--- config.mk ---
export PLATFORM = sky130hd
export DESIGN_NAME = ucfrb_top
export DESIGN_NICKNAME = d
export VERILOG_FILES = /design/src/ucfrb_pkg.sv /design/src/ucfrb_rxq_if.sv /design/src/ucfrb_rx_fifo.sv /design/src/ucfrb_top.sv
export SDC_FILE = /design/constraint.sdc
export NUM_CORES = 1
export LEC_CHECK = 0
export BUFFER_PORTS_ARGS = -buffer_cell sky130_fd_sc_hd__buf_2
export CORE_MARGIN = 2
export CORE_UTILIZATION = 62
export DETAILED_ROUTE_END_ITERATION = 12
export PLACE_DENSITY = 0.85
export SLEW_MARGIN = 25
export SYNTH_ARGS = -nofsm -noshare
export SYNTH_HDL_FRONTEND = slang
export SYNTH_SLANG_ARGS = --single-unit
--- constraint.sdc ---
create_clock -name CLOCK_IN -period 7 [get_ports CLOCK_IN]
set_input_delay 0.7 -clock CLOCK_IN [delete_from_list [all_inputs] [get_ports CLOCK_IN]]
set_output_delay 0.7 -clock CLOCK_IN [all_outputs]
set_load 0.03 [all_outputs]
--- src/ucfrb_pkg.sv ---
package ucfrb_pkg;
  // Register byte offsets
  localparam logic [7:0] ADDR_DATA = 8'h00;
  localparam logic [7:0] ADDR_STAT = 8'h04;
  localparam logic [7:0] ADDR_CTRLB = 8'h08;
  localparam logic [7:0] ADDR_CTRLC = 8'h0c;
  localparam logic [7:0] ADDR_BAUDL = 8'h10;
  localparam logic [7:0] ADDR_BAUDH = 8'h14;
  localparam logic [7:0] ADDR_CLKDIR = 8'h18;
  // control_status_a fields
  localparam int ST_RXC = 7;
  localparam int ST_TXC = 6;
  localparam int ST_UDRE = 5;
  localparam int ST_FE = 4;
  localparam int ST_DOR = 3;
  localparam int ST_PERR = 2;
  localparam int ST_U2X = 1;
  // control_status_b fields
  localparam int CB_RXEN = 4;
  localparam int CB_TXEN = 3;
  localparam int CB_CSZ2 = 2;
  localparam int CB_RX_NINTH_BIT = 1;
  localparam int CB_TX_NINTH_BIT = 0;
  // control_status_c fields
  localparam int CC_SYNC = 6;
  localparam int CC_PARH = 5;
  localparam int CC_PARL = 4;
  localparam int CC_STOP = 3;
  localparam int CC_CSZH = 2;
  localparam int CC_CSZL = 1;
  localparam int CC_POL = 0;
  localparam int CD_DIR = 0;
  // Reset values
  localparam logic [1:0] RST_CSZ = 2'h3;
  localparam logic [11:0] RST_DIVISOR = 12'h000;
  // Sampling states per bit, minus one
  localparam logic [3:0] NORM_DIV_M1 = 4'hf;
  localparam logic [3:0] DBL_DIV_M1 = 4'h7;
  localparam logic [3:0] NORM_HALF_M1 = 4'h7;
  localparam logic [3:0] DBL_HALF_M1 = 4'h3;
  localparam logic [2:0] CSZ_NINE = 3'h7;
  localparam logic [3:0] CSZ_BASE = 4'h5;
  localparam logic [3:0] NINE_BITS = 4'h9;
  localparam logic [1:0] RXQ_FULL = 2'h2;
  typedef struct packed {
    logic perr;
    logic overrun_flag;
    logic fe;
    logic [8:0] data;
  } ucfrb_rx_entry_t;
  typedef enum logic [2:0] {
    RX_IDLE = 3'b001,
    RX_START = 3'b010,
    RX_BITS = 3'b100
  } ucfrb_rx_state_t;
endpackage

--- src/ucfrb_rxq_if.sv ---
`timescale 1ns/1ps
interface ucfrb_rxq_if;
  logic push;
  ucfrb_pkg::ucfrb_rx_entry_t push_entry;
  logic pop;
  logic [1:0] count;
  ucfrb_pkg::ucfrb_rx_entry_t head;
  modport owner(output push, output push_entry, output pop, input count, input head);
  modport queue(input push, input push_entry, input pop, output count, output head);
endinterface

--- src/ucfrb_rx_fifo.sv ---
`timescale 1ns/1ps
module ucfrb_rx_fifo (
  // Clock and reset
  input wire logic clk_in,
  input wire logic rst_n_in,
  // Queue port
  ucfrb_rxq_if.queue q
);
  ucfrb_pkg::ucfrb_rx_entry_t slot [2];
  logic wr_ptr;
  logic rd_ptr;
  logic [1:0] count;
  logic do_push;
  logic do_pop;

  assign do_pop = q.pop && (count != 2'h0);
  assign do_push = q.push && ((count != ucfrb_pkg::RXQ_FULL) || do_pop);
  assign q.count = count;
  assign q.head = slot[rd_ptr];

  // Flags and ninth bit ride in the same slot as their character
  always_ff @(posedge clk_in or negedge rst_n_in) begin
    if (!rst_n_in) begin
      slot[0] <= '0;
      slot[1] <= '0;
      wr_ptr <= 1'b0;
    end else if (do_push) begin
      slot[wr_ptr] <= q.push_entry;
      wr_ptr <= ~wr_ptr;
    end
  end

  always_ff @(posedge clk_in or negedge rst_n_in) begin
    if (!rst_n_in) begin
      rd_ptr <= 1'b0;
      count <= 2'h0;
    end else begin
      if (do_pop) begin
        rd_ptr <= ~rd_ptr;
      end
      count <= count + {1'b0, do_push} - {1'b0, do_pop};
    end
  end
endmodule

--- src/ucfrb_top.sv ---
`timescale 1ns/1ps
// What this block does
// - Two receive buffer entries form a circular queue; each data read consumes one.
// - Frame error, overrun and ninth bit are stored with each character.
// - With both entries full, the new character waits in the shifter until next start.
// - Sync mode bit picks async or sync; pin direction picks master or slave.
// - Serial clock pin is driven only in synchronous master operation.
// - Baud counter reloads divisor at zero or low-byte write; ticks once per zero.
// - Bit rate is tick rate over 16, 8 or 2 by mode.
// - Receiver recovery uses 16, 8 or 2 states per bit by mode bits.
// - Divisor is twelve bits from high and low registers.
// - Double speed affects only async; software keeps it clear in sync.
// - Double speed receiver takes 8 samples per bit instead of 16.
// - Slave clock passes a sync register and edge detector, two clocks delay.
// - Sync data is sampled on the edge opposite to the change edge.
// - Polarity clear: change rising, sample falling; set: the reverse.
// - Frame: low start, 5 to 9 data, optional parity, one or two high stops.
// - Start, data LSB first, parity, stops; frames may follow back to back.
// - Transmitter and receiver share one frame format setting.
// - Receiver checks only first stop bit; zero there flags a frame error.
// - Parity is XOR of data bits, inverted for odd parity.
// - Parity bit is inserted only when the upper parity bit is one.
// - Size code seven gives nine bits; ninth transmit bit from control bit.
module ucfrb_top (
  // Clock and reset
  input wire logic CLOCK_IN,
  input wire logic RSTN_IN,
  // APB slave
  input wire logic PSEL_IN,
  input wire logic PENABLE_IN,
  input wire logic PWRITE_IN,
  input wire logic [7:0] PADDR_IN,
  input wire logic [31:0] PWDATA_IN,
  output logic [31:0] PRDATA_OUT,
  output logic PREADY_OUT,
  output logic PSLVERR_OUT,
  // Serial data
  input wire logic RXD_IN,
  output logic TXD_OUT,
  // Serial clock pin
  input wire logic XCK_IN,
  output logic XCK_OUT,
  output logic XCK_OE_OUT
);
  function automatic logic mapped(input logic [7:0] a);
    return a == ucfrb_pkg::ADDR_DATA || a == ucfrb_pkg::ADDR_STAT || a == ucfrb_pkg::ADDR_CTRLB ||
           a == ucfrb_pkg::ADDR_CTRLC || a == ucfrb_pkg::ADDR_BAUDL || a == ucfrb_pkg::ADDR_BAUDH ||
           a == ucfrb_pkg::ADDR_CLKDIR;
  endfunction

  function automatic logic [3:0] char_bits(input logic [2:0] code);
    // Codes four to six are reserved and fall back to their low two bits
    if (code == ucfrb_pkg::CSZ_NINE) begin
      return ucfrb_pkg::NINE_BITS;
    end
    return {2'b00, code[1:0]} + ucfrb_pkg::CSZ_BASE;
  endfunction

  function automatic logic parity_of(input logic [8:0] d, input logic [3:0] n, input logic odd);
    logic p;
    p = odd;
    for (int i = 0; i < 9; i++) begin
      if (i < int'(n)) begin
        p = p ^ d[i];
      end
    end
    return p;
  endfunction

  function automatic logic [12:0] make_frame(input logic [8:0] d, input logic [3:0] n, input logic pe,
                                             input logic pbit);
    logic [12:0] f;
    f = 13'h1fff;
    f[0] = 1'b0;
    for (int i = 0; i < 9; i++) begin
      if (i < int'(n)) begin
        f[i + 1] = d[i];
      end
    end
    if (pe) begin
      f[n + 4'h1] = pbit;
    end
    return f;
  endfunction

  // Software-visible state
  logic double_speed_bit;
  logic transmit_complete_flag;
  logic rxen;
  logic txen;
  logic char_size_top_bit;
  logic tx_ninth_bit;
  logic sync_mode_select;
  logic [1:0] parity_mode_field;
  logic stop_bits_select;
  logic [1:0] char_size_low;
  logic sync_clock_polarity;
  logic clock_pin_direction;
  logic [11:0] baud_divisor;
  logic [8:0] tx_buf;
  logic tx_full;
  logic [31:0] next_rdata;

  logic acc_done;
  logic wr_en;
  logic rd_en;
  logic [3:0] nbits;
  logic par_en;
  logic [3:0] div_m1;
  logic [3:0] half_m1;
  logic sync_master;
  logic sync_slave;

  ucfrb_rxq_if rxq ();

  ucfrb_rx_fifo u_rx_fifo (
    .clk_in(CLOCK_IN),
    .rst_n_in(RSTN_IN),
    .q(rxq.queue)
  );

  assign acc_done = PSEL_IN && PENABLE_IN && PREADY_OUT;
  assign wr_en = acc_done && PWRITE_IN;
  assign rd_en = acc_done && !PWRITE_IN;
  assign nbits = char_bits({char_size_top_bit, char_size_low});
  assign par_en = parity_mode_field[1];
  assign sync_master = sync_mode_select && clock_pin_direction;
  assign sync_slave = sync_mode_select && !clock_pin_direction;
  // Double speed is ignored outside async
  assign div_m1 = double_speed_bit ? ucfrb_pkg::DBL_DIV_M1 : ucfrb_pkg::NORM_DIV_M1;
  assign half_m1 = double_speed_bit ? ucfrb_pkg::DBL_HALF_M1 : ucfrb_pkg::NORM_HALF_M1;

  always_comb begin
    next_rdata = 32'h0;
    case (PADDR_IN)
      ucfrb_pkg::ADDR_DATA: next_rdata[7:0] = rxq.head.data[7:0];
      ucfrb_pkg::ADDR_STAT: begin
        next_rdata[ucfrb_pkg::ST_RXC] = rxq.count != 2'h0;
        next_rdata[ucfrb_pkg::ST_TXC] = transmit_complete_flag;
        next_rdata[ucfrb_pkg::ST_UDRE] = !tx_full;
        next_rdata[ucfrb_pkg::ST_FE] = rxq.head.fe;
        next_rdata[ucfrb_pkg::ST_DOR] = rxq.head.overrun_flag;
        next_rdata[ucfrb_pkg::ST_PERR] = rxq.head.perr;
        next_rdata[ucfrb_pkg::ST_U2X] = double_speed_bit;
      end
      ucfrb_pkg::ADDR_CTRLB: begin
        next_rdata[ucfrb_pkg::CB_RXEN] = rxen;
        next_rdata[ucfrb_pkg::CB_TXEN] = txen;
        next_rdata[ucfrb_pkg::CB_CSZ2] = char_size_top_bit;
        next_rdata[ucfrb_pkg::CB_RX_NINTH_BIT] = rxq.head.data[8];
        next_rdata[ucfrb_pkg::CB_TX_NINTH_BIT] = tx_ninth_bit;
      end
      ucfrb_pkg::ADDR_CTRLC: begin
        next_rdata[ucfrb_pkg::CC_SYNC] = sync_mode_select;
        next_rdata[ucfrb_pkg::CC_PARH:ucfrb_pkg::CC_PARL] = parity_mode_field;
        next_rdata[ucfrb_pkg::CC_STOP] = stop_bits_select;
        next_rdata[ucfrb_pkg::CC_CSZH:ucfrb_pkg::CC_CSZL] = char_size_low;
        next_rdata[ucfrb_pkg::CC_POL] = sync_clock_polarity;
      end
      ucfrb_pkg::ADDR_BAUDL: next_rdata[7:0] = baud_divisor[7:0];
      ucfrb_pkg::ADDR_BAUDH: next_rdata[3:0] = baud_divisor[11:8];
      ucfrb_pkg::ADDR_CLKDIR: next_rdata[ucfrb_pkg::CD_DIR] = clock_pin_direction;
      default: next_rdata = 32'h0;
    endcase
  end

  // One wait state: data is captured before the read pops the queue
  always_ff @(posedge CLOCK_IN or negedge RSTN_IN) begin
    if (!RSTN_IN) begin
      PREADY_OUT <= 1'b0;
      PRDATA_OUT <= 32'h0;
      PSLVERR_OUT <= 1'b0;
    end else begin
      PREADY_OUT <= PSEL_IN && PENABLE_IN && !PREADY_OUT;
      if (PSEL_IN && PENABLE_IN && !PREADY_OUT) begin
        PRDATA_OUT <= PWRITE_IN ? 32'h0 : next_rdata;
        PSLVERR_OUT <= !mapped(PADDR_IN);
      end
    end
  end

  always_ff @(posedge CLOCK_IN or negedge RSTN_IN) begin
    if (!RSTN_IN) begin
      double_speed_bit <= 1'b0;
      rxen <= 1'b0;
      txen <= 1'b0;
      char_size_top_bit <= 1'b0;
      tx_ninth_bit <= 1'b0;
      sync_mode_select <= 1'b0;
      parity_mode_field <= 2'h0;
      stop_bits_select <= 1'b0;
      char_size_low <= ucfrb_pkg::RST_CSZ;
      sync_clock_polarity <= 1'b0;
      clock_pin_direction <= 1'b0;
      baud_divisor <= ucfrb_pkg::RST_DIVISOR;
    end else if (wr_en) begin
      case (PADDR_IN)
        ucfrb_pkg::ADDR_STAT: double_speed_bit <= PWDATA_IN[ucfrb_pkg::ST_U2X];
        ucfrb_pkg::ADDR_CTRLB: begin
          rxen <= PWDATA_IN[ucfrb_pkg::CB_RXEN];
          txen <= PWDATA_IN[ucfrb_pkg::CB_TXEN];
          char_size_top_bit <= PWDATA_IN[ucfrb_pkg::CB_CSZ2];
          tx_ninth_bit <= PWDATA_IN[ucfrb_pkg::CB_TX_NINTH_BIT];
        end
        ucfrb_pkg::ADDR_CTRLC: begin
          // One format for both directions; a change mid-frame corrupts it
          sync_mode_select <= PWDATA_IN[ucfrb_pkg::CC_SYNC];
          parity_mode_field <= PWDATA_IN[ucfrb_pkg::CC_PARH:ucfrb_pkg::CC_PARL];
          stop_bits_select <= PWDATA_IN[ucfrb_pkg::CC_STOP];
          char_size_low <= PWDATA_IN[ucfrb_pkg::CC_CSZH:ucfrb_pkg::CC_CSZL];
          sync_clock_polarity <= PWDATA_IN[ucfrb_pkg::CC_POL];
        end
        ucfrb_pkg::ADDR_BAUDL: baud_divisor[7:0] <= PWDATA_IN[7:0];
        ucfrb_pkg::ADDR_BAUDH: baud_divisor[11:8] <= PWDATA_IN[3:0];
        ucfrb_pkg::ADDR_CLKDIR: clock_pin_direction <= PWDATA_IN[ucfrb_pkg::CD_DIR];
        default: ;
      endcase
    end
  end

  // Baud generator, free running in every mode
  logic [11:0] baud_cnt;
  logic baud_tick;
  logic bl_wr;
  assign baud_tick = baud_cnt == 12'h0;
  assign bl_wr = wr_en && PADDR_IN == ucfrb_pkg::ADDR_BAUDL;

  always_ff @(posedge CLOCK_IN or negedge RSTN_IN) begin
    if (!RSTN_IN) begin
      baud_cnt <= ucfrb_pkg::RST_DIVISOR;
    end else if (bl_wr) begin
      baud_cnt <= {baud_divisor[11:8], PWDATA_IN[7:0]};
    end else if (baud_tick) begin
      baud_cnt <= baud_divisor;
    end else begin
      baud_cnt <= baud_cnt - 12'h1;
    end
  end

  // Serial clock pin: master toggles per tick, slave is synchronised
  logic xck_s1;
  logic xck_s2;
  logic xck_s3;
  logic ck_rise;
  logic ck_fall;
  logic change_edge;
  logic sample_edge;

  always_ff @(posedge CLOCK_IN or negedge RSTN_IN) begin
    if (!RSTN_IN) begin
      XCK_OUT <= 1'b0;
      XCK_OE_OUT <= 1'b0;
    end else begin
      XCK_OE_OUT <= sync_master;
      if (!sync_master) begin
        XCK_OUT <= 1'b0;
      end else if (baud_tick) begin
        XCK_OUT <= !XCK_OUT;
      end
    end
  end

  always_ff @(posedge CLOCK_IN or negedge RSTN_IN) begin
    if (!RSTN_IN) begin
      xck_s1 <= 1'b0;
      xck_s2 <= 1'b0;
      xck_s3 <= 1'b0;
    end else begin
      xck_s1 <= XCK_IN;
      xck_s2 <= xck_s1;
      xck_s3 <= xck_s2;
    end
  end

  assign ck_rise = sync_master ? (baud_tick && !XCK_OUT) : (sync_slave && xck_s2 && !xck_s3);
  assign ck_fall = sync_master ? (baud_tick && XCK_OUT) : (sync_slave && !xck_s2 && xck_s3);
  assign change_edge = sync_clock_polarity ? ck_fall : ck_rise;
  assign sample_edge = sync_clock_polarity ? ck_rise : ck_fall;

  // Transmitter
  logic [3:0] tx_phase;
  logic tx_step;
  logic [12:0] tx_sh;
  logic [3:0] tx_left;
  logic tx_busy;
  logic tx_load;
  logic tx_end;
  logic [12:0] tx_frame;
  assign tx_step = sync_mode_select ? change_edge : (baud_tick && tx_phase >= div_m1);
  assign tx_load = tx_step && tx_left == 4'h0 && tx_full && txen;
  assign tx_end = tx_step && tx_left == 4'h0 && tx_busy && !tx_load;
  assign tx_frame = make_frame(tx_buf, nbits, par_en, parity_of(tx_buf, nbits, parity_mode_field[0]));

  always_ff @(posedge CLOCK_IN or negedge RSTN_IN) begin
    if (!RSTN_IN) begin
      tx_phase <= 4'h0;
    end else if (baud_tick) begin
      tx_phase <= (tx_phase >= div_m1) ? 4'h0 : tx_phase + 4'h1;
    end
  end

  always_ff @(posedge CLOCK_IN or negedge RSTN_IN) begin
    if (!RSTN_IN) begin
      TXD_OUT <= 1'b1;
      tx_sh <= 13'h1fff;
      tx_left <= 4'h0;
      tx_busy <= 1'b0;
    end else if (tx_step) begin
      if (tx_left != 4'h0) begin
        TXD_OUT <= tx_sh[0];
        tx_sh <= {1'b1, tx_sh[12:1]};
        tx_left <= tx_left - 4'h1;
      end else if (tx_load) begin
        // Start bit goes out at once, so frames run back to back
        TXD_OUT <= 1'b0;
        tx_sh <= {1'b1, tx_frame[12:1]};
        tx_left <= 4'h1 + nbits + {3'h0, par_en} + {3'h0, stop_bits_select};
        tx_busy <= 1'b1;
      end else begin
        TXD_OUT <= 1'b1;
        tx_busy <= 1'b0;
      end
    end
  end

  always_ff @(posedge CLOCK_IN or negedge RSTN_IN) begin
    if (!RSTN_IN) begin
      tx_buf <= 9'h0;
      tx_full <= 1'b0;
      transmit_complete_flag <= 1'b0;
    end else begin
      if (wr_en && PADDR_IN == ucfrb_pkg::ADDR_DATA) begin
        tx_buf <= {tx_ninth_bit, PWDATA_IN[7:0]};
        tx_full <= 1'b1;
      end else if (tx_load) begin
        tx_full <= 1'b0;
      end
      // Hardware set wins over a write-one clear
      if (tx_end) begin
        transmit_complete_flag <= 1'b1;
      end else if (wr_en && PADDR_IN == ucfrb_pkg::ADDR_STAT && PWDATA_IN[ucfrb_pkg::ST_TXC]) begin
        transmit_complete_flag <= 1'b0;
      end
    end
  end

  // Receiver
  ucfrb_pkg::ucfrb_rx_state_t rx_state;
  logic [3:0] rx_phase;
  logic [3:0] rx_pos;
  logic [8:0] rx_data;
  logic rx_perr;
  logic rx_sample;
  logic start_det;
  logic rx_done;
  logic room;
  logic rx_hold;
  logic dor_pend;
  ucfrb_pkg::ucfrb_rx_entry_t rx_held;
  ucfrb_pkg::ucfrb_rx_entry_t new_entry;

  assign rx_sample = sync_mode_select ? sample_edge : (baud_tick && rx_phase >= div_m1);
  assign start_det = rx_state == ucfrb_pkg::RX_IDLE && rxen && !RXD_IN &&
                     (sync_mode_select ? sample_edge : baud_tick);
  assign rx_done = rx_state == ucfrb_pkg::RX_BITS && rx_sample && rx_pos == nbits + {3'h0, par_en};
  assign room = rxq.count != ucfrb_pkg::RXQ_FULL;
  assign new_entry = '{perr: rx_perr, overrun_flag: dor_pend, fe: !RXD_IN, data: rx_data};

  always_ff @(posedge CLOCK_IN or negedge RSTN_IN) begin
    if (!RSTN_IN) begin
      rx_state <= ucfrb_pkg::RX_IDLE;
      rx_phase <= 4'h0;
      rx_pos <= 4'h0;
      rx_data <= 9'h0;
      rx_perr <= 1'b0;
    end else begin
      case (rx_state)
        ucfrb_pkg::RX_IDLE: begin
          if (start_det) begin
            rx_phase <= 4'h0;
            rx_pos <= 4'h0;
            rx_data <= 9'h0;
            rx_perr <= 1'b0;
            // Sync mode samples the start bit on its own edge
            rx_state <= sync_mode_select ? ucfrb_pkg::RX_BITS : ucfrb_pkg::RX_START;
          end
        end
        ucfrb_pkg::RX_START: begin
          if (baud_tick) begin
            rx_phase <= rx_phase + 4'h1;
            if (rx_phase >= half_m1) begin
              // High at mid start bit is a glitch, not a frame
              rx_state <= RXD_IN ? ucfrb_pkg::RX_IDLE : ucfrb_pkg::RX_BITS;
              rx_phase <= 4'h0;
            end
          end
        end
        ucfrb_pkg::RX_BITS: begin
          if (baud_tick && !sync_mode_select) begin
            rx_phase <= (rx_phase >= div_m1) ? 4'h0 : rx_phase + 4'h1;
          end
          if (rx_sample) begin
            rx_pos <= rx_pos + 4'h1;
            if (rx_pos < nbits) begin
              rx_data[rx_pos] <= RXD_IN;
            end else if (par_en && rx_pos == nbits) begin
              rx_perr <= RXD_IN != parity_of(rx_data, nbits, parity_mode_field[0]);
            end else begin
              rx_state <= ucfrb_pkg::RX_IDLE;
            end
          end
        end
        default: rx_state <= ucfrb_pkg::RX_IDLE;
      endcase
    end
  end

  // Third level: a finished character waits here while the queue is full
  always_ff @(posedge CLOCK_IN or negedge RSTN_IN) begin
    if (!RSTN_IN) begin
      rx_hold <= 1'b0;
      rx_held <= '0;
      dor_pend <= 1'b0;
    end else begin
      if (rx_hold && room) begin
        rx_hold <= 1'b0;
      end else if (rx_hold && start_det) begin
        rx_hold <= 1'b0;
        dor_pend <= 1'b1;
      end else if (rx_done && !room) begin
        rx_hold <= 1'b1;
        rx_held <= new_entry;
        dor_pend <= 1'b0;
      end
      if (rx_done && room) begin
        dor_pend <= 1'b0;
      end
    end
  end

  assign rxq.push = room && (rx_hold || rx_done);
  assign rxq.push_entry = rx_hold ? rx_held : new_entry;
  assign rxq.pop = rd_en && PADDR_IN == ucfrb_pkg::ADDR_DATA;
endmodule

* Word level (Yosys, flattened, before mapping)
Index checks and enable logic that the tools add are counted.
Widths: inputs -> output; s select.
** Cells by class
- Bitwise logic cells :: 25
- Reduce and logical (&&, ||, !) cells :: 89
- Eq/ne operators :: 25
- Mux-type cells :: 144
- $lt $le $gt $ge :: 20
- Add/sub/neg operators :: 12
** Operator list (count)
- $mux 1 :: 93
- $mux 12 :: 7
- $mux 4 :: 12
- $logic_and 1x1->1 :: 42
- $mux 13 :: 3
- $mux 3 :: 9
- $mux 9 :: 3
- $bwmux 24 :: 1
- $eq 8x5->1 const B :: 3
- $pmux 3 s6 :: 1
- $pmux 9 s2 :: 1
- $reduce_and 2->1 :: 9
- $xor 1x1->1 :: 18
- $eq 8x4->1 const B :: 2
- $lt 3x4->1 const A :: 4
- $ne 2x2->1 const B :: 7
- $bwmux 13 :: 1
- $add 4x1->4 :: 3
- $add 4x1->4 const B :: 3
- $demux 12 s1 :: 1
- $logic_not 1->1 :: 12
- $logic_not 12->1 :: 1
- $pmux 4 s3 :: 1
- $sub 12x1->12 const B :: 1
- other kinds (44) :: 77
** Word-level totals
- Output and inout bits :: 37
- Input bits :: 47
- Flip-flop bits (word level) :: 173
- Word-level logic and storage cells :: 367

* Depth between registers and ports, before layout
Gate-level depths: netlist of run 1.
- Depth after elaboration :: 62
- Mapped depth :: 12
- Depth with buffers taken out :: 12

* Modules after synthesis
A second synthesis of run 1 with hierarchy kept.
** Unflattened totals
- Cells, all modules :: 822
- Area, all modules :: 8255.4 um^2
** By module, submodules not included
- ucfrb_top :: times used 1, area each 7005.5 um^2, cells an instance 742, seq. area each 3022.9 um^2
- ucfrb_rx_fifo :: times used 1, area each 1249.9 um^2, cells an instance 80, seq. area each 700.7 um^2

* Worst setup path before layout of run 1
No wires, ideal clock.
- Path type :: flip-flop to flip-flop
- Start point :: register char_size_low[0]
- End point :: register u_rx_fifo.slot[12] (netlist name)
- Stages on the path, launching flop included :: 13
- Data required time :: 6872 ps
- Library setup time :: 128 ps
- Clock period less this slack :: 3125 ps
- Buffers on the path :: 1
- Path slack :: 3875 ps
- Arrival :: 2998 ps
- Cells stage by stage :: dfstp_2 -> ha_1 -> a21oi_1 -> inv_1 -> ha_1 -> fa_1 -> xor2_1 -> nor2_1 -> a31oi_1 -> a211oi_4 -> and2b_1 -> buf_4 -> mux2_1
** Between the ends
- Cells in the longest elaborated chain, start to end :: 9
- Elaborated cells between the ends (all ways) :: 10
- Those cells by class :: 2 x add/sub; 2 x eq/ne; 2 x mux; 4 x reduce/logical
** RTL lines
- start, declared :: RTL line ucfrb_top.sv:96 : logic [1:0] char_size_low;
- start signal, assigned :: RTL line ucfrb_top.sv:192 : char_size_low <= ucfrb_pkg::RST_CSZ;
- start signal, assigned :: RTL line ucfrb_top.sv:210 : char_size_low <= PWDATA_IN[ucfrb_pkg::CC_CSZH:ucfrb_pkg::CC_CSZL];
- branches (longest 2 deep; another with $add 2x3->4)
- $mux 4 * :: RTL line ucfrb_top.sv:56 : return {2'b00, code[1:0]} + ucfrb_pkg::CSZ_BASE;
- $add 4x1->4 * :: RTL line ucfrb_top.sv:365 : assign rx_done = rx_state == ucfrb_pkg::RX_BITS && rx_sample && rx_pos == nbits + {3'h0, par_en};
- $eq 4x4->1 * :: RTL line ucfrb_top.sv:365
- $logic_and 1x1->1 * :: RTL line ucfrb_top.sv:365
- $logic_or 1x1->1 * :: RTL line ucfrb_top.sv:441 : assign rxq.push = room && (rx_hold || rx_done);
- $logic_and 1x1->1 * :: RTL line ucfrb_top.sv:441
- $logic_and 1x1->1 * :: RTL line ucfrb_rx_fifo.sv:17 : assign do_push = q.push && ((count != ucfrb_pkg::RXQ_FULL) || do_pop);
- via u_rx_fifo.do_push :: RTL line ucfrb_rx_fifo.sv:13 : logic do_push;
- end signal, assigned by index :: RTL line ucfrb_rx_fifo.sv:28 : slot[wr_ptr] <= q.push_entry;
- end, declared :: RTL line ucfrb_rx_fifo.sv:9 : ucfrb_pkg::ucfrb_rx_entry_t slot [2];
Mark *: on every way through the listed nets, which the timed path passes.
A chain may end at the register's enable or synchronous reset.

* Final worst setup path of run 1
- Start point :: register char_size_low[0]
- End point :: register u_rx_fifo.slot[21] (netlist name)
Same word-level chain as after synthesis.

==> tab_implementation.tex, run 1 <==
\begin{tabular}{lr}
\hline
Metric & Value \\
\hline
\multicolumn{2}{l}{\textbf{GRT}} \\
\quad Global routing usage summed across all routing layers & 28.33\% \\
\quad Wire length of the first global-routing pass & 31.40 mm \\
\quad Via count of the first global-routing pass & 6,010 \\
\quad Residual overflow from global routing & 0 \\
\quad Initial antenna violation count & 0 \\
\quad Largest net degree at the start of global routing & 85 \\
\multicolumn{2}{l}{\textbf{Synthesis}} \\
\quad Number of warnings issued by yosys & 0 \\
\quad Flops \& latches, synth & 148 \\
\quad Most frequently used flop master after synthesis & sky130\_fd\_sc\_hd\_\_dfrtp\_1 \\
\quad Number of distinct library cells after synthesis & 72 \\
\quad Leading post-synthesis cells by cell area & sky130\_fd\_sc\_hd\_\_dfrtp\_1 40\%, sky130\_fd\_sc\_hd\_\_mux2\_2 6.2\%, sky130\_fd\_sc\_hd\_\_dfstp\_2 5.0\%, sky130\_fd\_sc\_hd\_\_nand2\_1 4.7\%, sky130\_fd\_sc\_hd\_\_ha\_1 4.1\% \\
\quad Average cell area after synthesis & 10.29 um\^{}2 \\
\quad Number of enable-type register cells in the synthesized netlist & 0 \\
\quad Top-area cell type share of the netlist area & 39.65\% \\
\quad Cell type contributing the most total cell area after synthesis & sky130\_fd\_sc\_hd\_\_dfrtp\_1 \\
\quad Instance count of the mapped netlist & 810 \\
\quad Share of flip-flops with an asynchronous set or reset after synthesis & 100.0\% \\
\quad Portion of the post-synthesis area used by sequential elements & 44.69\% \\
\quad Area of the mapped netlist & 8332 um\^{}2 \\
\multicolumn{2}{l}{\textbf{Setup path}} \\
\quad Maximum fanout encountered on the critical timing path & 12 \\
\quad Type of element capturing the critical path & register \\
\quad Start of the worst register-to-register path & char\_size\_low[0]\$\_DFFE\_PN1P\_ \\
\quad Buffers \& Inverters on Critical Path & 1 \\
\quad Cells along the critical path & ha\_1, a21oi\_1, inv\_1, ha\_1, fa\_1, xor2\_1, nor2\_1, a31oi\_1, a211oi\_4, and2b\_1, mux2\_1 \\
\quad Required time worst endpoint & 7.31 ns \\
\quad FF-to-FF setup slack & 3.11 ns \\
\quad Most numerous cell on the critical path & sky130\_fd\_sc\_hd\_\_ha\_1 \\
\quad Endpoint arrival time on the critical path & 4.20 ns \\
\quad Terminus of the critical flop-to-flop path & u\_rx\_fifo.slot[21]\$\_DFFE\_PN0P\_ \\
\quad Crit Path Category & reg2reg \\
\quad WP depth & 11 \\
\quad Longest individual stage delay on the worst path & 0.62 ns \\
\quad Crit path launch type & register \\
\quad R2R cell count & 11 \\
\quad Worst path slowest cell & sky130\_fd\_sc\_hd\_\_dfstp\_2 \\
\quad Cell family with the largest share of critical-path delay & adder cells \\
\multicolumn{2}{l}{\textbf{Floorplan}} \\
\quad DIE HEIGHT & 119.9 um \\
\quad Starting Density & 63.17\% \\
\quad I/O Pins & 84 \\
\quad Total die area & 14,380 um\^{}2 \\
\quad Horizontal extent of the die & 119.9 um \\
\quad Cell row count & 42 \\
\quad CORE AREA & 13,190 um\^{}2 \\
\multicolumn{2}{l}{\textbf{STA}} \\
\quad Fin Clk Skew & 0.007490 ns \\
\quad F\_max & 257.4 MHz \\
\quad Total of endpoints with negative setup slack in the final report & 0 \\
\quad Worst Tran Pin Value & 0.8923 ns \\
\quad Final sum of negative setup slack & 0 ns \\
\quad Final number of max-transition violations & 0 \\
\quad Final worst-path cycle share & 55.50\% \\
\quad Final number of hold-violating endpoints & 0 \\
\quad Minimum clock period after layout & 3.885 ns \\
\quad Setup repair after global routing missed its margin & false \\
\quad Worst slew margin relative to its limit & 40.29\% \\
\multicolumn{2}{l}{\textbf{Final layout}} \\
\quad Filler instances & 941 \\
\quad Number of diodes & 0 \\
\quad Number of cells in the finished layout apart from fillers & 1,027 \\
\quad Layout cell share with drive strength beyond 1 & 17.63\% \\
\quad Count of nets after finishing & 914 \\
\quad Area growth from synthesis to final layout & 9.656\% \\
\multicolumn{2}{l}{\textbf{Drt}} \\
\quad Detail Route met3 WL & 944 um \\
\quad Final routed wire length divided by cell count & 18.90 um \\
\quad Total vias in the final route & 6,318 \\
\quad Total DRC errors in the routed layout & 0 \\
\quad Number of vias per cell after detailed routing & 6.152 \\
\quad DRT antenna net count & 0 \\
\quad Met2 Routed Length & 9.466 mm \\
\quad Number of DRC markers after the initial detailed-route iteration & 608 \\
\quad Highest metal layer with signal wires & met4 \\
\quad Wirelength, routed & 19.41 mm \\
\quad Routed length on met1 & 8.327 mm \\
\quad First-pass detailed-route iteration total & 5 \\
\multicolumn{2}{l}{\textbf{Run status}} \\
\quad Result of the run & completed \\
\multicolumn{2}{l}{\textbf{Clock network}} \\
\quad Setup fix buffers added after clock tree synthesis & 0 \\
\quad H-tree lvl count & 4 \\
\quad Number of buffers added by the clock tree synthesis step & 17 \\
\quad Clock edge transition at the registers on the reported setup and hold paths & 0.06 ns \\
\quad Worst skew pair latency & 0.44 ns \\
\quad CTS sink count & 148 \\
\quad CTS tree & done \\
\quad Gates resized, CTS repair & 0 \\
\quad Number of hold buffers added after CTS & 0 \\
\quad Maximum clock insertion buffer count & 2 \\
\quad CTS Root Buffer Type & sky130\_fd\_sc\_hd\_\_clkbuf\_16 \\
\multicolumn{2}{l}{\textbf{Placement}} \\
\quad Count of placed standard cells including taps & 995 \\
\quad Detailed-placement wirelength estimate & 13.57 mm \\
\quad Final weighted congestion of routability-driven global placement & 0.8902 \\
\quad IO Port Bufs & 35 \\
\multicolumn{2}{l}{\textbf{Power and ir drop}} \\
\quad Max VDD drop & 0.0001753 V \\
\quad Total power divided by cell area & 233.8 nW/um\^{}2 \\
\quad Leakage power summed over all cells & 4.255 nW \\
\quad Total power & 0.002136 W \\
\multicolumn{2}{l}{\textbf{Hold path}} \\
\quad Min-delay worst type & in2async \\
\multicolumn{2}{l}{\textbf{Flow run}} \\
\quad Number of max-capacitance violations reported & 0 \\
\hline
\end{tabular}
-- Yosys cell counts, drive strengths merged (8+ instances only) --
master and instances:
nand2b 17, nor3 16, nand2 105, nand3 23, clkbuf 24, mux2i 28, a21boi 11, dfrtp 132
inv 22, dfstp 16, mux2 74, nor2 32, xnor2 19, ha 27, a21oi 19, o211ai 14
buf 31, o21ai 52, a31oi 9, nor2b 10, a22o 8, xor2 13, nor4 9
-- cells in the final DEF (no fill, tap or decap), types with 7 or more instances in the layout --
| master | n |
|---|---|
| sky130_fd_sc_hd__xnor2_1 | 19 |
| sky130_fd_sc_hd__nand3b_1 | 7 |
| sky130_fd_sc_hd__nand2_1 | 105 |
| sky130_fd_sc_hd__xor2_1 | 13 |
| sky130_fd_sc_hd__a21oi_1 | 19 |
| sky130_fd_sc_hd__a21boi_0 | 10 |
| sky130_fd_sc_hd__a22o_1 | 8 |
| sky130_fd_sc_hd__conb_1 | 24 |
| sky130_fd_sc_hd__mux2_2 | 46 |
| sky130_fd_sc_hd__nor2_1 | 32 |
| sky130_fd_sc_hd__nand2b_1 | 17 |
| sky130_fd_sc_hd__nor3_1 | 16 |
| sky130_fd_sc_hd__dfstp_2 | 16 |
| sky130_fd_sc_hd__dfrtp_1 | 132 |
| sky130_fd_sc_hd__o21ai_1 | 9 |
| sky130_fd_sc_hd__a31oi_1 | 9 |
| sky130_fd_sc_hd__buf_2 | 35 |
| sky130_fd_sc_hd__nand3_1 | 23 |
| sky130_fd_sc_hd__ha_1 | 27 |
| sky130_fd_sc_hd__inv_1 | 22 |
| sky130_fd_sc_hd__mux2i_1 | 28 |
| sky130_fd_sc_hd__o21ai_0 | 43 |
| sky130_fd_sc_hd__nor2b_1 | 9 |
| sky130_fd_sc_hd__mux2_1 | 28 |
| sky130_fd_sc_hd__clkbuf_16 | 17 |
| sky130_fd_sc_hd__o211ai_1 | 14 |
-- through the flow --
step / util (%) / worst slack, ns / area (um^2) / hold WS (ns)
6_report: 69.27 / 3.115 / 9136 / 0.2441
5_1_grt: 69.27 / 2.941 / 9136 / 0.3032
4_1_cts: 69.22 / 3.188 / 9130 / 0.2618
3_5_place_dp: 64.88 / 3.271 / 8558 / 0.3378
3_3_place_gp: 64.85 / 3.334 / 8553 / 0.3368
2_1_floorplan: - / 3.875 / 8418 / 0.3312
-- routing by layer --
metal	vias up	GRT usage, %
li1	2925	-
met5	-	0
met4	0	12.06
met2	225	45.38
met1	3116	38.15
met3	52	4.943
-- worst register-to-register path: stages (launching register included) --
cell and delay (ns):
sky130_fd_sc_hd__dfstp_2 0.62, sky130_fd_sc_hd__ha_1 0.40, sky130_fd_sc_hd__a21oi_1 0.20, sky130_fd_sc_hd__inv_1 0.14, sky130_fd_sc_hd__ha_1 0.17, sky130_fd_sc_hd__fa_1 0.42, sky130_fd_sc_hd__xor2_1 0.16, sky130_fd_sc_hd__nor2_1 0.17
sky130_fd_sc_hd__a31oi_1 0.15, sky130_fd_sc_hd__a211oi_4 0.38, sky130_fd_sc_hd__and2b_1 0.55, sky130_fd_sc_hd__mux2_1 0.40
-- kinds of logic after synthesis --
family	share of synthesized area (%)
adders and majority gates	4.535
DFF	44.69
other	0.04501
and+or+nand+nor	15.65
muxes	13.37
xor gates and xnor gates	3.634
AOI/OAI and AO/OA	13.38
buffers and inverters	4.700
-- power by group --
part	leakage (nW)	switching (W)	internal, W	total [W]
sequential	1.94	0.0000552	0.000941	0.000996
combinational	2.04	0.000163	0.0000914	0.000255
clock	0.272	0.000368	0.000517	0.000885
-- area by class of cell --
cell class	count	area [um^2]	area share, %
well taps	176	220.2	2.410
multi-input cells	608	4310	47.18
repair buffers	41	227.7	2.492
inverters	22	82.58	0.9039
flip-flops and latches	148	3724	40.76
clock inverters	11	101.3	1.109
clock buffers	21	470.5	5.149
-- sequential cells by signal (all words and copies together), names as in the netlist, 4 cells and up --
register,count
rx_held,12
rx_phase,4
tx_buf,9
tx_phase,4
tx_left,4
rx_pos,4
u_rx_fifo.slot,24
tx_sh,12
baud_divisor,12
baud_cnt,12
PRDATA_OUT,8
rx_data,9
-- worst max path at each step --
stage                                             from                             end  slack (ns)
final                     char_size_low[0]$_DFFE_PN1P_  u_rx_fifo.slot[21]$_DFFE_PN0P_        3.11
after global routing      char_size_low[0]$_DFFE_PN1P_  u_rx_fifo.slot[20]$_DFFE_PN0P_        2.94
after CTS                 char_size_low[0]$_DFFE_PN1P_  u_rx_fifo.slot[20]$_DFFE_PN0P_        3.19
after detailed placement  char_size_low[0]$_DFFE_PN1P_  u_rx_fifo.slot[20]$_DFFE_PN0P_        3.27
after global placement    char_size_low[0]$_DFFE_PN1P_  u_rx_fifo.slot[13]$_DFFE_PN0P_        3.33
after floorplan           char_size_low[0]$_DFFE_PN1P_  u_rx_fifo.slot[12]$_DFFE_PN0P_        3.87
Note: power is estimated with default switching activity, not from simulation.
==> run 2: changes to the inputs <==
--- a/config.mk
+++ b/config.mk
@@ -7,9 +7,9 @@
 export LEC_CHECK = 0
 export BUFFER_PORTS_ARGS = -buffer_cell sky130_fd_sc_hd__buf_2
 export CORE_MARGIN = 2
-export CORE_UTILIZATION = 62
+export CORE_UTILIZATION = 54
 export DETAILED_ROUTE_END_ITERATION = 12
-export PLACE_DENSITY = 0.85
+export PLACE_DENSITY = 0.79
 export SLEW_MARGIN = 25
 export SYNTH_ARGS = -nofsm -noshare
 export SYNTH_HDL_FRONTEND = slang
==> constraint.sdc (replaced) <==
create_clock -name CLOCK_IN -period 3.5 [get_ports CLOCK_IN]
set_input_delay 0.35 -clock CLOCK_IN [delete_from_list [all_inputs] [get_ports CLOCK_IN]]
set_output_delay 0.35 -clock CLOCK_IN [all_outputs]
set_load 0.03 [all_outputs]
==> run 2 against run 1 <==
The run now ends with negative hold slack left. Count of clock-buffer cells in the layout fell by 2. Worst hold slack got worse by 0.25 ns. Flip-flop and latch count did not move. Die area rose by 14%. Via count down 0.54%. Routed wire length up 1.4%. Non-clock buffer count is 15 higher. Register-to-register slack worse by 2.9 ns.
==> tab_implementation.tex, run 2 (synthesized netlist as in run 1, its figures left out) <==
\begin{tabular}{lr}
\hline
Metric & Value \\
\hline
\multicolumn{2}{l}{\textbf{Final layout}} \\
\quad Final cell utilization of the core & 61.41\% (-7.9 points) \\
\quad Register bank with the most flops & u\_rx\_fifo.slot \\
\quad Commonest non-fill, non-tap cell in the layout & sky130\_fd\_sc\_hd\_\_dfrtp\_1 \\
\quad Area growth from synthesis to final layout & 11.64\% \\
\quad Filler instances & 1,187 (+26\%) \\
\quad Number of flip-flops under the largest register name & 24 (unchanged) \\
\quad Cell area after layout & 9301 um\^{}2 (+1.8\%) \\
\quad Layout cell share with drive strength beyond 1 & 19.17\% (+1.5 points) \\
\quad Most frequent cells in the layout & 132 x sky130\_fd\_sc\_hd\_\_dfrtp\_1, 105 x sky130\_fd\_sc\_hd\_\_nand2\_1, 46 x sky130\_fd\_sc\_hd\_\_mux2\_2 \\
\quad Number of diodes & 0 (unchanged) \\
\quad Count of nets after finishing & 929 (+1.6\%) \\
\multicolumn{2}{l}{\textbf{Clock network}} \\
\quad Number of hold buffers added after CTS & 0 (unchanged) \\
\quad Clock edge transition at the registers on the reported setup and hold paths & 0.06 ns (about the same) \\
\quad Worst skew pair latency & 0.43 ns (about the same) \\
\quad CTS Root Buffer Type & sky130\_fd\_sc\_hd\_\_clkbuf\_16 \\
\quad Maximum clock insertion buffer count & 2 (unchanged) \\
\quad Setup fix buffers added after clock tree synthesis & 0 (unchanged) \\
\quad CTS tree & done \\
\quad CTS sink count & 148 (unchanged) \\
\quad H-tree lvl count & 4 (unchanged) \\
\quad Gates resized, CTS repair & 0 (unchanged) \\
\quad Number of buffers added by the clock tree synthesis step & 17 (unchanged) \\
\multicolumn{2}{l}{\textbf{Setup path}} \\
\quad Type of element capturing the critical path & register \\
\quad Crit path launch type & register \\
\quad R2R cell count & 12 (+1) \\
\quad Endpoint arrival time on the critical path & 3.59 ns (-0.61 ns) \\
\quad Terminus of the critical flop-to-flop path & u\_rx\_fifo.slot[19]\$\_DFFE\_PN0P\_ \\
\quad Required time worst endpoint & 3.81 ns (-3.50 ns) \\
\quad FF-to-FF setup slack & 0.22 ns (-2.89 ns) \\
\quad Maximum fanout encountered on the critical timing path & 12 (unchanged) \\
\quad Crit Path Category & reg2reg \\
\quad Start of the worst register-to-register path & char\_size\_low[0]\$\_DFFE\_PN1P\_ \\
\multicolumn{2}{l}{\textbf{Run status}} \\
\quad Result of the run & complete, but fails checks \\
\quad Violations in the final reports & negative hold slack \\
\multicolumn{2}{l}{\textbf{STA}} \\
\quad Worst Tran Pin Value & 0.8305 ns (-0.06185 ns) \\
\quad F\_max & 305.2 MHz (+19\%) \\
\quad Worst slew margin relative to its limit & 44.21\% (+3.9 points) \\
\quad Final sum of negative setup slack & 0 ns (unchanged) \\
\quad Worst slack on hold paths & -0.01029 ns (-0.2544 ns) \\
\quad Fin Clk Skew & 0.01386 ns (+0.006372 ns) \\
\quad Total of endpoints with negative setup slack in the final report & 0 (unchanged) \\
\quad Minimum clock period after layout & 3.277 ns (-0.6086 ns) \\
\quad Final number of max-transition violations & 0 (unchanged) \\
\quad Setup repair after global routing missed its margin & false \\
\quad Final worst-path cycle share & 93.61\% (+38 points) \\
\quad Final number of hold-violating endpoints & 14 (+14) \\
\multicolumn{2}{l}{\textbf{Floorplan}} \\
\quad Total die area & 16,440 um\^{}2 (+14\%) \\
\quad DIE HEIGHT & 128.2 um (+6.9\%) \\
\quad Starting Density & 55.01\% (-8.2 points) \\
\quad I/O Pins & 84 (unchanged) \\
\quad CORE AREA & 15,150 um\^{}2 (+15\%) \\
\quad Cell row count & 45 (+7.1\%) \\
\quad Horizontal extent of the die & 128.2 um (+6.9\%) \\
\multicolumn{2}{l}{\textbf{Power and ir drop}} \\
\quad Net switching power figure & 0.001168 W (+99\%) \\
\quad Total power & 0.004302 W (+100\%) \\
\quad Logic gate share of total power & 12.1\% (+0.2 points) \\
\quad Clock group share of total power & 41.6\% (+0.2 points) \\
\quad Total power divided by cell area & 462.5 nW/um\^{}2 (+98\%) \\
\quad Leakage power summed over all cells & 4.338 nW (+2.0\%) \\
\quad Net switching fraction of the power & 27.15\% (-0.32 points) \\
\quad Max VDD drop & 0.0004248 V (+140\%) \\
\quad Relative contribution of sequential cells to total power & 46.4\% (-0.2 points) \\
\quad Cell-internal power & 0.003134 W (+100\%) \\
\multicolumn{2}{l}{\textbf{Drt}} \\
\quad Number of DRC markers after the initial detailed-route iteration & 657 (+8.1\%) \\
\quad Final routed wire length divided by cell count & 18.68 um (-1.2\%) \\
\quad Number of vias per cell after detailed routing & 5.962 (-3.1\%) \\
\quad Total DRC errors in the routed layout & 0 (unchanged) \\
\quad Total vias in the final route & 6,284 (-0.54\%) \\
\quad Wirelength, routed & 19.69 mm (+1.4\%) \\
\quad DRT antenna net count & 0 (unchanged) \\
\quad First-pass detailed-route iteration total & 6 (+1) \\
\multicolumn{2}{l}{\textbf{Placement}} \\
\quad IO Port Bufs & 35 (unchanged) \\
\quad Detailed-placement wirelength estimate & 13.75 mm (+1.4\%) \\
\quad Final weighted congestion of routability-driven global placement & 0.9154 (+2.8\%) \\
\quad Placement Cell Area & 8720 um\^{}2 (+1.9\%) \\
\multicolumn{2}{l}{\textbf{GRT}} \\
\quad Largest net degree at the start of global routing & 87 (+2.4\%) \\
\quad Wire length of the first global-routing pass & 31.27 mm (-0.42\%) \\
\quad Global routing usage summed across all routing layers & 24.87\% (-3.5 points) \\
\quad Initial antenna violation count & 0 (unchanged) \\
\quad Residual overflow from global routing & 0 (unchanged) \\
\quad Via count of the first global-routing pass & 6,007 (-0.050\%) \\
\multicolumn{2}{l}{\textbf{Hold path}} \\
\quad Min-delay worst type & in2async \\
\multicolumn{2}{l}{\textbf{Flow run}} \\
\quad Number of max-capacitance violations reported & 0 (unchanged) \\
\hline
\end{tabular}
-- run 2: layout make-up --
cell class	instances	area [um^2]	area share [%]
multi-input combinational	608	4318	46.42
sequential	148	3724	40.03
clock buffer	19	442.9	4.762
timing repair buffer	56	364.1	3.914
tap	188	235.2	2.529
clock inverter	13	135.1	1.453
inverter	22	82.58	0.8878
-- run 2: worst max path at each step --
| stage | from | endpoint |
|---|---|---|
| after global placement | char_size_low[0]$_DFFE_PN1P_ | u_rx_fifo.slot[16]$_DFFE_PN0P_ |
| after detailed placement | char_size_low[0]$_DFFE_PN1P_ | u_rx_fifo.slot[19]$_DFFE_PN0P_ |
| final | char_size_low[0]$_DFFE_PN1P_ | u_rx_fifo.slot[19]$_DFFE_PN0P_ |
| after CTS | char_size_low[0]$_DFFE_PN1P_ | u_rx_fifo.slot[20]$_DFFE_PN0P_ |
| after floorplan | char_size_low[0]$_DFFE_PN1P_ | u_rx_fifo.slot[12]$_DFFE_PN0P_ |
| after global routing | char_size_low[0]$_DFFE_PN1P_ | u_rx_fifo.slot[16]$_DFFE_PN0P_ |
-- run 2: power groups by stage --
| stage | registers, W | clock network, W | logic [W] |
|---|---|---|---|
| after floorplan | 0.00201 | 0 | 0.000375 |
| after global placement | 0.00201 | 0 | 0.000500 |
| after detailed placement | 0.00201 | 0 | 0.000515 |
| after CTS | 0.00199 | 0.00181 | 0.000520 |
| after global routing | 0.00201 | 0.00188 | 0.000579 |
| final | 0.00199 | 0.00179 | 0.000520 |
-- run 2: layer usage --
metal  up-vias  track usage [%]  part of all wire, %
li1       2954                -                    -
met1      3071            32.86                   44
met2       220            39.33                   48
met3        39            6.886                  6.0
met4         0            9.050                  2.1
met5         -                0                    0
-- run 2: per-stage QoR --
step	hold slack, ns	std cells	worst slack (ns)
finish	-0.01029	1054	0.2235
detailed placement	0.3511	1022	0.1457
floorplan	0.05441	833	0.3746
global route	0.01481	1054	0.08429
global placement	0.3534	1022	0.2011
CTS	0.01680	1054	0.1117
-- run 2: worst max-delay path, stage by stage, from the launching register on --
cell and delay (ns):
sky130_fd_sc_hd__dfstp_2 0.61, sky130_fd_sc_hd__inv_1 0.12, sky130_fd_sc_hd__a21oi_2 0.19, sky130_fd_sc_hd__inv_1 0.11, sky130_fd_sc_hd__ha_1 0.20, sky130_fd_sc_hd__fa_1 0.45, sky130_fd_sc_hd__xor2_1 0.15, sky130_fd_sc_hd__nor2_1 0.14
sky130_fd_sc_hd__a31oi_1 0.14, sky130_fd_sc_hd__a211oi_4 0.36, sky130_fd_sc_hd__and2b_1 0.22, sky130_fd_sc_hd__buf_12 0.15, sky130_fd_sc_hd__mux2_1 0.33
